### src/rsf_pkg.sv
// constants and carrier types for the reset cause and source enable block
package rsf_pkg;
    localparam logic [7:0] RSF_ADDR           = 8'hEF;
    localparam int         BIT_USB            = 7;
    localparam int         BIT_FLASH          = 6;
    localparam int         BIT_CMP            = 5;
    localparam int         BIT_SW             = 4;
    localparam int         BIT_WDT            = 3;
    localparam int         BIT_LCLK           = 2;
    localparam int         BIT_SUPPLY         = 1;
    localparam int         BIT_PIN            = 0;
    localparam logic [7:0] CAUSE_AFTER_POR    = 8'h02;
    localparam logic [7:0] ENABLE_WRITABLE    = 8'hA6;
    localparam logic [7:0] ENABLE_AFTER_RESET = 8'h02;
    localparam int         HOLD_W             = 8;
    localparam int         HOLD_CYCLES        = 8;
    localparam int         LCLK_W             = 16;
    localparam int         LCLK_TIMEOUT_CYCLES = 64;

    typedef struct packed {
        logic [7:0] addr;
        logic       wr;
        logic       rd;
        logic [7:0] wdata;
    } rsf_sfr_req_t;

    typedef struct packed {
        logic [7:0]        enable;
        logic [7:0]        cause;
        logic [HOLD_W-1:0] hold;
        logic              vbus_prev;
        logic              sys_reset;
        logic [7:0]        rdata;
    } rsf_state_t;

    typedef struct packed {
        logic [LCLK_W-1:0] count;
        logic              level_prev;
        logic              timeout;
    } rsf_lclk_state_t;
endpackage

### src/rsf_lost_clock_detector.sv
// watches the sampled system clock level and flags a clock stuck high or low
`timescale 1ns/100ps
module rsf_lost_clock_detector #(
    parameter int TIMEOUT_CYCLES = rsf_pkg::LCLK_TIMEOUT_CYCLES
) (
    input  wire logic clk,
    input  wire logic reset,
    input  wire logic enable,
    input  wire logic sysclk_level,
    output logic      timeout
);
    rsf_pkg::rsf_lclk_state_t s_reg;
    rsf_pkg::rsf_lclk_state_t s_next;

    if (TIMEOUT_CYCLES < 1 || TIMEOUT_CYCLES >= (1 << rsf_pkg::LCLK_W) - 1) begin : g_timeout_range_bad
        $error("timeout count does not fit the detector counter");
    end

    always_comb begin
        s_next = s_reg;
        s_next.level_prev = sysclk_level;
        if (!enable || sysclk_level != s_reg.level_prev) begin
            s_next.count   = '0;
            s_next.timeout = 1'b0;
        end else if (s_reg.count == TIMEOUT_CYCLES[rsf_pkg::LCLK_W-1:0]) begin
            // level held longer than the timeout
            s_next.timeout = 1'b1;
        end else begin
            s_next.count = s_reg.count + 16'h0001;
        end
    end

    always_ff @(posedge clk) begin
        if (reset) begin
            s_reg <= '0;
        end else begin
            s_reg <= s_next;
        end
    end

    assign timeout = s_reg.timeout;

    timeout_needs_enable_a : assert property (
        @(posedge clk) disable iff (reset) $rose(timeout) |-> $past(enable) && $past(sysclk_level) == sysclk_level)
        else $error("lost clock timeout without enable or with a toggling clock");
    toggle_clears_a : assert property (
        @(posedge clk) disable iff (reset) (sysclk_level != s_reg.level_prev) |=> !timeout)
        else $error("lost clock timeout survived a clock edge");
endmodule

### src/rsf_reset_source_flags.sv
// reset cause flags, reset source enables and system reset generation
`timescale 1ns/100ps
module rsf_reset_source_flags #(
    parameter int HOLD_CYCLES         = rsf_pkg::HOLD_CYCLES,
    parameter int LCLK_TIMEOUT_CYCLES = rsf_pkg::LCLK_TIMEOUT_CYCLES
) (
    input  wire logic                  clk,
    input  wire logic                  reset,
    input  wire rsf_pkg::rsf_sfr_req_t sfr_req,
    input  wire logic                  usb_bus_reset,
    input  wire logic                  vbus_level,
    input  wire logic                  cmp0_out,
    input  wire logic                  wdt_overflow,
    input  wire logic                  flash_fault,
    input  wire logic                  supply_ok,
    input  wire logic                  rst_pin_n,
    input  wire logic                  sysclk_level,
    output logic [7:0]                 sfr_rdata,
    output logic                       sys_reset
);
    rsf_pkg::rsf_state_t s_reg;
    rsf_pkg::rsf_state_t s_next;
    logic [7:0]          ev;
    logic                wr_hit;
    logic                rd_hit;
    logic                lost_timeout;
    logic                hold_extend;

    if (HOLD_CYCLES < 1 || HOLD_CYCLES > (1 << rsf_pkg::HOLD_W) - 1) begin : g_hold_range_bad
        $error("reset hold count does not fit the hold counter");
    end

    // fixed priority when several causes coincide; supply and pin outrank the rest
    function automatic logic [7:0] pick_cause(input logic [7:0] e);
        logic [7:0] r;
        r = 8'h00;
        if (e[rsf_pkg::BIT_SUPPLY]) begin
            r[rsf_pkg::BIT_SUPPLY] = 1'b1;
        end else if (e[rsf_pkg::BIT_PIN]) begin
            r[rsf_pkg::BIT_PIN] = 1'b1;
        end else if (e[rsf_pkg::BIT_LCLK]) begin
            r[rsf_pkg::BIT_LCLK] = 1'b1;
        end else if (e[rsf_pkg::BIT_FLASH]) begin
            r[rsf_pkg::BIT_FLASH] = 1'b1;
        end else if (e[rsf_pkg::BIT_WDT]) begin
            r[rsf_pkg::BIT_WDT] = 1'b1;
        end else if (e[rsf_pkg::BIT_CMP]) begin
            r[rsf_pkg::BIT_CMP] = 1'b1;
        end else if (e[rsf_pkg::BIT_USB]) begin
            r[rsf_pkg::BIT_USB] = 1'b1;
        end else if (e[rsf_pkg::BIT_SW]) begin
            r[rsf_pkg::BIT_SW] = 1'b1;
        end
        return r;
    endfunction

    rsf_lost_clock_detector #(
        .TIMEOUT_CYCLES (LCLK_TIMEOUT_CYCLES)
    ) u_lost_clock (
        .clk          (clk),
        .reset        (reset),
        .enable       (s_reg.enable[rsf_pkg::BIT_LCLK] && !s_reg.sys_reset),
        .sysclk_level (sysclk_level),
        .timeout      (lost_timeout)
    );

    // no page select input: the register decodes the same on every page
    assign wr_hit = sfr_req.wr && sfr_req.addr == rsf_pkg::RSF_ADDR;
    assign rd_hit = sfr_req.rd && sfr_req.addr == rsf_pkg::RSF_ADDR;

    assign ev[rsf_pkg::BIT_USB]    = s_reg.enable[rsf_pkg::BIT_USB]
                                     && (usb_bus_reset || vbus_level != s_reg.vbus_prev);
    assign ev[rsf_pkg::BIT_FLASH]  = flash_fault;
    assign ev[rsf_pkg::BIT_CMP]    = s_reg.enable[rsf_pkg::BIT_CMP] && !cmp0_out;
    assign ev[rsf_pkg::BIT_SW]     = wr_hit && sfr_req.wdata[rsf_pkg::BIT_SW];
    assign ev[rsf_pkg::BIT_WDT]    = wdt_overflow;
    assign ev[rsf_pkg::BIT_LCLK]   = lost_timeout;
    assign ev[rsf_pkg::BIT_SUPPLY] = s_reg.enable[rsf_pkg::BIT_SUPPLY] && !supply_ok;
    assign ev[rsf_pkg::BIT_PIN]    = !rst_pin_n;

    // pin and supply hold the system in reset for as long as they stay asserted
    assign hold_extend = ev[rsf_pkg::BIT_PIN] || ev[rsf_pkg::BIT_SUPPLY];

    always_comb begin
        s_next = s_reg;
        // tracked even in reset, so enabling usb later sees no stale supply edge
        s_next.vbus_prev = vbus_level;
        if (rd_hit) begin
            s_next.rdata = s_reg.cause;
        end
        if (s_reg.sys_reset) begin
            // other causes and writes are ignored while the reset is held
            if (hold_extend) begin
                s_next.hold = HOLD_CYCLES[rsf_pkg::HOLD_W-1:0];
            end else if (s_reg.hold != '0) begin
                s_next.hold = s_reg.hold - 8'h01;
            end
            s_next.sys_reset = s_next.hold != '0;
        end else if (ev != 8'h00) begin
            s_next.cause     = pick_cause(ev);
            s_next.enable    = rsf_pkg::ENABLE_AFTER_RESET;
            s_next.hold      = HOLD_CYCLES[rsf_pkg::HOLD_W-1:0];
            s_next.sys_reset = 1'b1;
        end else if (wr_hit) begin
            // stored enables only; write data reaches the cause flags only through the software force bit
            s_next.enable = sfr_req.wdata & rsf_pkg::ENABLE_WRITABLE;
        end
    end

    always_ff @(posedge clk) begin
        if (reset) begin
            s_reg.enable    <= rsf_pkg::ENABLE_AFTER_RESET;
            s_reg.cause     <= rsf_pkg::CAUSE_AFTER_POR;
            s_reg.hold      <= HOLD_CYCLES[rsf_pkg::HOLD_W-1:0];
            s_reg.vbus_prev <= 1'b0;
            s_reg.sys_reset <= 1'b1;
            s_reg.rdata     <= 8'h00;
        end else begin
            s_reg <= s_next;
        end
    end

    // the pin is only sampled here; no internal cause has a path back to it
    assign sys_reset = s_reg.sys_reset;
    assign sfr_rdata = s_reg.rdata;

    cause_onehot_a : assert property (
        @(posedge clk) disable iff (reset) $onehot(s_reg.cause))
        else $error("cause flags not exactly one");
    pin_cause_a : assert property (
        @(posedge clk) disable iff (reset) !s_reg.sys_reset && !rst_pin_n && !ev[rsf_pkg::BIT_SUPPLY]
            |=> sys_reset && s_reg.cause == 8'h01)
        else $error("pin reset not recorded");
    sw_force_a : assert property (
        @(posedge clk) disable iff (reset) !s_reg.sys_reset && ev == 8'h10
            |=> sys_reset && s_reg.cause == 8'h10 ##1 sys_reset)
        else $error("software force did not reset");
    usb_source_a : assert property (
        @(posedge clk) disable iff (reset) !s_reg.sys_reset && s_reg.enable[7] && vbus_level != s_reg.vbus_prev
            |=> sys_reset)
        else $error("bus supply change with usb enabled gave no reset");
    usb_cause_a : assert property (
        @(posedge clk) disable iff (reset) !s_reg.sys_reset && ev == 8'h80 |=> s_reg.cause == 8'h80)
        else $error("usb cause not recorded");
    cmp_source_a : assert property (
        @(posedge clk) disable iff (reset) !s_reg.sys_reset && s_reg.enable[5] && !cmp0_out
            |=> sys_reset && s_reg.cause[5] == (($past(ev) & 8'h4F) == 8'h00))
        else $error("comparator reset misbehaved");
    wdt_cause_a : assert property (
        @(posedge clk) disable iff (reset) !s_reg.sys_reset && ev == 8'h08 |=> s_reg.cause == 8'h08)
        else $error("watchdog cause not recorded");
    lclk_cause_a : assert property (
        @(posedge clk) disable iff (reset) !s_reg.sys_reset && ev == 8'h04 |=> s_reg.cause == 8'h04)
        else $error("lost clock cause not recorded");
    supply_cause_a : assert property (
        @(posedge clk) disable iff (reset) !s_reg.sys_reset && s_reg.enable[1] && !supply_ok
            |=> s_reg.cause == 8'h02 ##1 sys_reset)
        else $error("supply reset not recorded");
    cause_stable_a : assert property (
        @(posedge clk) disable iff (reset) !s_reg.sys_reset && ev == 8'h00 |=> $stable(s_reg.cause))
        else $error("cause flags changed without a reset");
    enable_write_a : assert property (
        @(posedge clk) disable iff (reset) !s_reg.sys_reset && ev == 8'h00 && wr_hit
            |=> s_reg.enable == ($past(sfr_req.wdata) & 8'hA6))
        else $error("enable write not stored");
    read_back_a : assert property (
        @(posedge clk) disable iff (reset) rd_hit |=> sfr_rdata == $past(s_reg.cause))
        else $error("read did not return cause flags");
    hold_release_a : assert property (
        @(posedge clk) disable iff (reset) $fell(sys_reset) |-> $past(rst_pin_n) && $past(s_reg.hold) == 8'h01)
        else $error("system reset released early");

    // refusal, hold and remaining cause, source and enable checks
    write_blocked_a : assert property (
        @(posedge clk) disable iff (reset) s_reg.sys_reset && wr_hit |=> s_reg.enable == $past(s_reg.enable))
        else $error("enable write taken during system reset");
    flash_cause_a : assert property (
        @(posedge clk) disable iff (reset) !s_reg.sys_reset && ev == 8'h40 |=> sys_reset && s_reg.cause == 8'h40)
        else $error("flash fault cause not recorded");
    reset_enables_a : assert property (
        @(posedge clk) disable iff (reset) !s_reg.sys_reset && ev != 8'h00 |=> s_reg.enable == 8'h02)
        else $error("enables not restored by system reset");
    pin_hold_a : assert property (
        @(posedge clk) disable iff (reset) s_reg.sys_reset && !rst_pin_n
            |=> sys_reset && s_reg.hold == HOLD_CYCLES[rsf_pkg::HOLD_W-1:0])
        else $error("pin low did not extend the system reset");
    supply_hold_a : assert property (
        @(posedge clk) disable iff (reset) s_reg.sys_reset && s_reg.enable[1] && !supply_ok |=> sys_reset)
        else $error("supply low did not extend the system reset");
    other_addr_a : assert property (
        @(posedge clk) disable iff (reset) !s_reg.sys_reset && ev == 8'h00 && !wr_hit |=> $stable(s_reg.enable))
        else $error("enables changed without a write at the register address");
    rdata_hold_a : assert property (
        @(posedge clk) disable iff (reset) !rd_hit |=> $stable(sfr_rdata))
        else $error("read data changed without a read");
    usb_bus_a : assert property (
        @(posedge clk) disable iff (reset) !s_reg.sys_reset && s_reg.enable[7] && usb_bus_reset |=> sys_reset)
        else $error("usb bus reset with usb enabled gave no reset");
    lclk_off_a : assert property (
        @(posedge clk) disable iff (reset) !s_reg.enable[2] |=> !lost_timeout)
        else $error("lost clock timeout while detector disabled");
    enable_ro_bits_a : assert property (
        @(posedge clk) disable iff (reset) (s_reg.enable & 8'h59) == 8'h00)
        else $error("read-only bit stored as an enable");
    quiet_run_a : assert property (
        @(posedge clk) disable iff (reset) !s_reg.sys_reset && ev == 8'h00 |=> !sys_reset)
        else $error("system reset without a cause");
    hold_count_a : assert property (
        @(posedge clk) disable iff (reset) s_reg.sys_reset && s_reg.hold > 8'h01 |=> sys_reset)
        else $error("system reset released before the hold ran out");
endmodule

### config.mk
export PLATFORM = sky130hd
export DESIGN_NAME = rsf_reset_source_flags
export DESIGN_NICKNAME = d
export VERILOG_FILES = /design/src/rsf_pkg.sv /design/src/rsf_lost_clock_detector.sv /design/src/rsf_reset_source_flags.sv
export SDC_FILE = /design/constraint.sdc
export NUM_CORES = 1
export LEC_CHECK = 0
export BUFFER_PORTS_ARGS = -buffer_cell sky130_fd_sc_hd__buf_2
export CAP_MARGIN = 20
export CORE_MARGIN = 8
export CORE_UTILIZATION = 25
export CTS_CLUSTER_DIAMETER = 80
export DETAILED_ROUTE_END_ITERATION = 12
export PLACE_DENSITY = 0.38
export SYNTH_ARGS = -nofsm -noshare
export SYNTH_HDL_FRONTEND = slang
export SYNTH_SLANG_ARGS = --single-unit
### constraint.sdc
create_clock -name clk -period 3.7 [get_ports clk]
set_input_delay 0.555 -clock clk [delete_from_list [all_inputs] [get_ports clk]]
set_output_delay 0.555 -clock clk [all_outputs]
set_load 0.03 [all_outputs]
==> impl_metrics.py <==
metrics = {
    "synthesis": {
        "synth_edf_count": 0,
        "synth-seq-cells": 48,
        "async_flop_share_pct": 0,
        "synth.avg_cell_area_sq_um": 8.73,
        "synth_cell_types": 45,
        "yosysSeqAreaShare_pct": 40.8,
        "syn_nets": 302,
        "synthFlopType": "dfxtp_1",
        "synth_area_sq_um": 2360,
        "syn_inst": 270,
        "synth-warning-count": 0,
    },
    "setup_path": {
        "path_buf_inv": 1,
        "endpoint_kind": "flip-flop",
        "critPathTopFamily": "compound AO/OA/AOI/OAI gates",
        "path_class": "flip-flop to flip-flop",
        "cp-start-kind": "flip-flop",
        "critPathMaxFanout": 8,
        "cp.arrival_ns": 2.17,
        "max_stage_delay_ns": 0.50,
        "cp_slowest_cell": "dfxtp_1",
        "required_ns": 3.89,
        "cp_cell_sequence": "inv_1 -> ha_1 -> xnor2_1 -> nand3b_1 -> a311oi_1 -> a22oi_1 -> o31a_1",
    },
    "placement": {
        "place.gp.congestion": 0.726,
        "hpwl_um": 4080,
        "pre_cts_ws_ns": 1.45,
        "io_buffer_count": 33,
    },
    "drt": {
        "dr.first_iter.drc_count": 75,
        "drc": 0,
        "drtAntennaViolNets": 0,
        "route.met3.wl_um": 196,
        "wl_met2_um": 2550,
        "post_drt_wl_per_cell_um": 13.7,
        "via_per_inst": 4.76,
        "wl_met1_um": 2760,
        "totalWireLength_um": 5540,
        "vias": 1927,
        "highest_layer": "met4",
        "firstDrtPassIters": 4,
    },
    "floorplanning": {
        "die_w_um": 113,
        "fp.dieArea_sq_um": 12800,
        "chipHeight_um": 113,
        "coreArea_sq_um": 9200,
        "rows": 35,
        "initial_core_util_pct": 25.6,
        "pin_count": 37,
    },
    "power_and_ir_drop": {
        "ir_drop_v": 0.000131,
        "power_density_nw_per_um2": 384,
        "p_leak_nw": 0.963,
    },
    "sta": {
        "fin_skew_ns": 0.0103,
        "fmax_mhz": 503,
        "post-route-min-period_ns": 1.99,
        "drv_slew": 0,
        "tns_ns": 0,
        "hold_violations": 0,
        "fin_crit_sh_pct": 53.7,
        "setup_violations": 0,
        "rsz0062_at_grt": "false",
        "finalWorstSetupSlack_ns": 1.71,
        "maxSlewHeadroom_pct": 54.8,
        "tightest_slew_ns": 0.678,
    },
    "cts": {
        "cts_tree": "done",
        "cts_buffer_depth": 2,
        "postCtsSetupBuffers": 0,
        "post_cts_resized": 0,
        "htree_levels": 2,
        "insertion_delay_ns": 0.30,
        "hold_buffers": 0,
        "cts_buffers": 5,
        "cts_root_buf": "clkbuf_8",
        "cts.clk_slew.worst_paths_ns": 0.10,
        "cts.sinks": 48,
    },
    "grt": {
        "grt_pass1_wl_um": 9320,
        "grt-ovfl-total": 0,
        "antenna_found_initial": 0,
        "grt_max_degree": 34,
        "grt_pass1_vias": 1986,
        "grt_usage_pct": 8.92,
    },
    "layout": {
        "nNetsFinal": 325,
        "largest_register_ffs": 21,
        "final_cell_mix": "dfxtp_1 (48), nor2_1 (39), buf_2 (33)",
        "finish.utilization_pct": 29.1,
        "drive_above_1_share_pct": 16.3,
        "fillers": 1014,
        "layout_commonest_cell": "dfxtp_1",
        "syn2layout_area_growth_pct": 13.4,
        "antenna_cells": 0,
    },
    "outcome": {
        "status": "complete, no violations",
    },
    "job": {
        "maxCapViolations": 0,
    },
    "hold_path": {
        "hold_path.class": "primary input to flip-flop",
    },
}
per-layer routing:
layer  vias to the layer above  global-route usage (%)
li1                       1001                       -
met1                       898                    11.0
met2                        26                    14.7
met3                         2                    2.50
met4                         0                    2.93
met5                         -                       0
cell usage after synthesis, types with 4 or more instances:
library cell / n / area (sq um)
and4_1: 4 / 35.0
o21ai_0: 7 / 35.0
dfxtp_1: 48 / 961
nand2b_1: 5 / 31.3
a31oi_1: 8 / 50.1
xnor2_1: 6 / 52.6
nand4_1: 7 / 43.8
nor4_1: 5 / 31.3
nand3_1: 10 / 50.1
a21oi_1: 13 / 65.1
or3_1: 9 / 56.3
xor2_1: 8 / 70.1
nor3b_1: 4 / 30.0
ha_1: 4 / 50.1
clkbuf_1: 6 / 22.5
nor3_1: 8 / 40.0
a311oi_1: 4 / 35.0
inv_1: 11 / 41.3
nor2_1: 39 / 146
nand2_1: 11 / 41.3
buf_4: 8 / 60.1
mux2i_1: 14 / 140
metrics by stage:
| stage | hold slack [ns] | instance area, sq um | std cells | power [mW] |
|---|---|---|---|---|
| floorplan | 0.446 | 2360 | 270 | 0.604 |
| global placement | 0.465 | 2550 | 397 | 0.632 |
| detailed placement | 0.466 | 2550 | 397 | 0.632 |
| CTS | 0.437 | 2670 | 405 | 1.05 |
| global route | 0.448 | 2670 | 405 | 1.08 |
| finish | 0.453 | 2670 | 405 | 1.03 |
final cells by class:
type / instances / area (sq um) / share of cell area [%]
well taps: 111 / 139 / 5.20
repair buffers: 33 / 165 / 6.18
inverters: 11 / 41.3 / 1.54
clock buffers: 6 / 82.6 / 3.09
clock inverters: 2 / 38.8 / 1.45
multi-input cells: 194 / 1240 / 46.6
flip-flops and latches: 48 / 961 / 36.0
kinds of logic after synthesis:
family,synth area share (%)
fa+ha+maj,2.12
compound gates,11.3
xor+xnor,5.20
mux,5.94
buf+inv,6.42
simple gates,28.2
flops,40.8
where the power goes:
part	internal (mW)	total (mW)	switching, mW
Sequential	0.525	0.540	0.0152
Combinational	0.0363	0.0791	0.0428
Clock	0.221	0.406	0.185
Total	0.783	1.03	0.243
path summary, 6_finish.rpt:
path,cells after the start,end,from,slack (ns)
setup / recovery,7,sys_reset,s_reg[10],1.71
hold / removal,2,s_reg[31],sfr_req[5],0.45
setup reg to reg,7,sys_reset,s_reg[10],1.71
hold reg to reg,2,s_reg[33],s_reg[33],0.48
No activity file was read; power rests on OpenSTA's default activity.
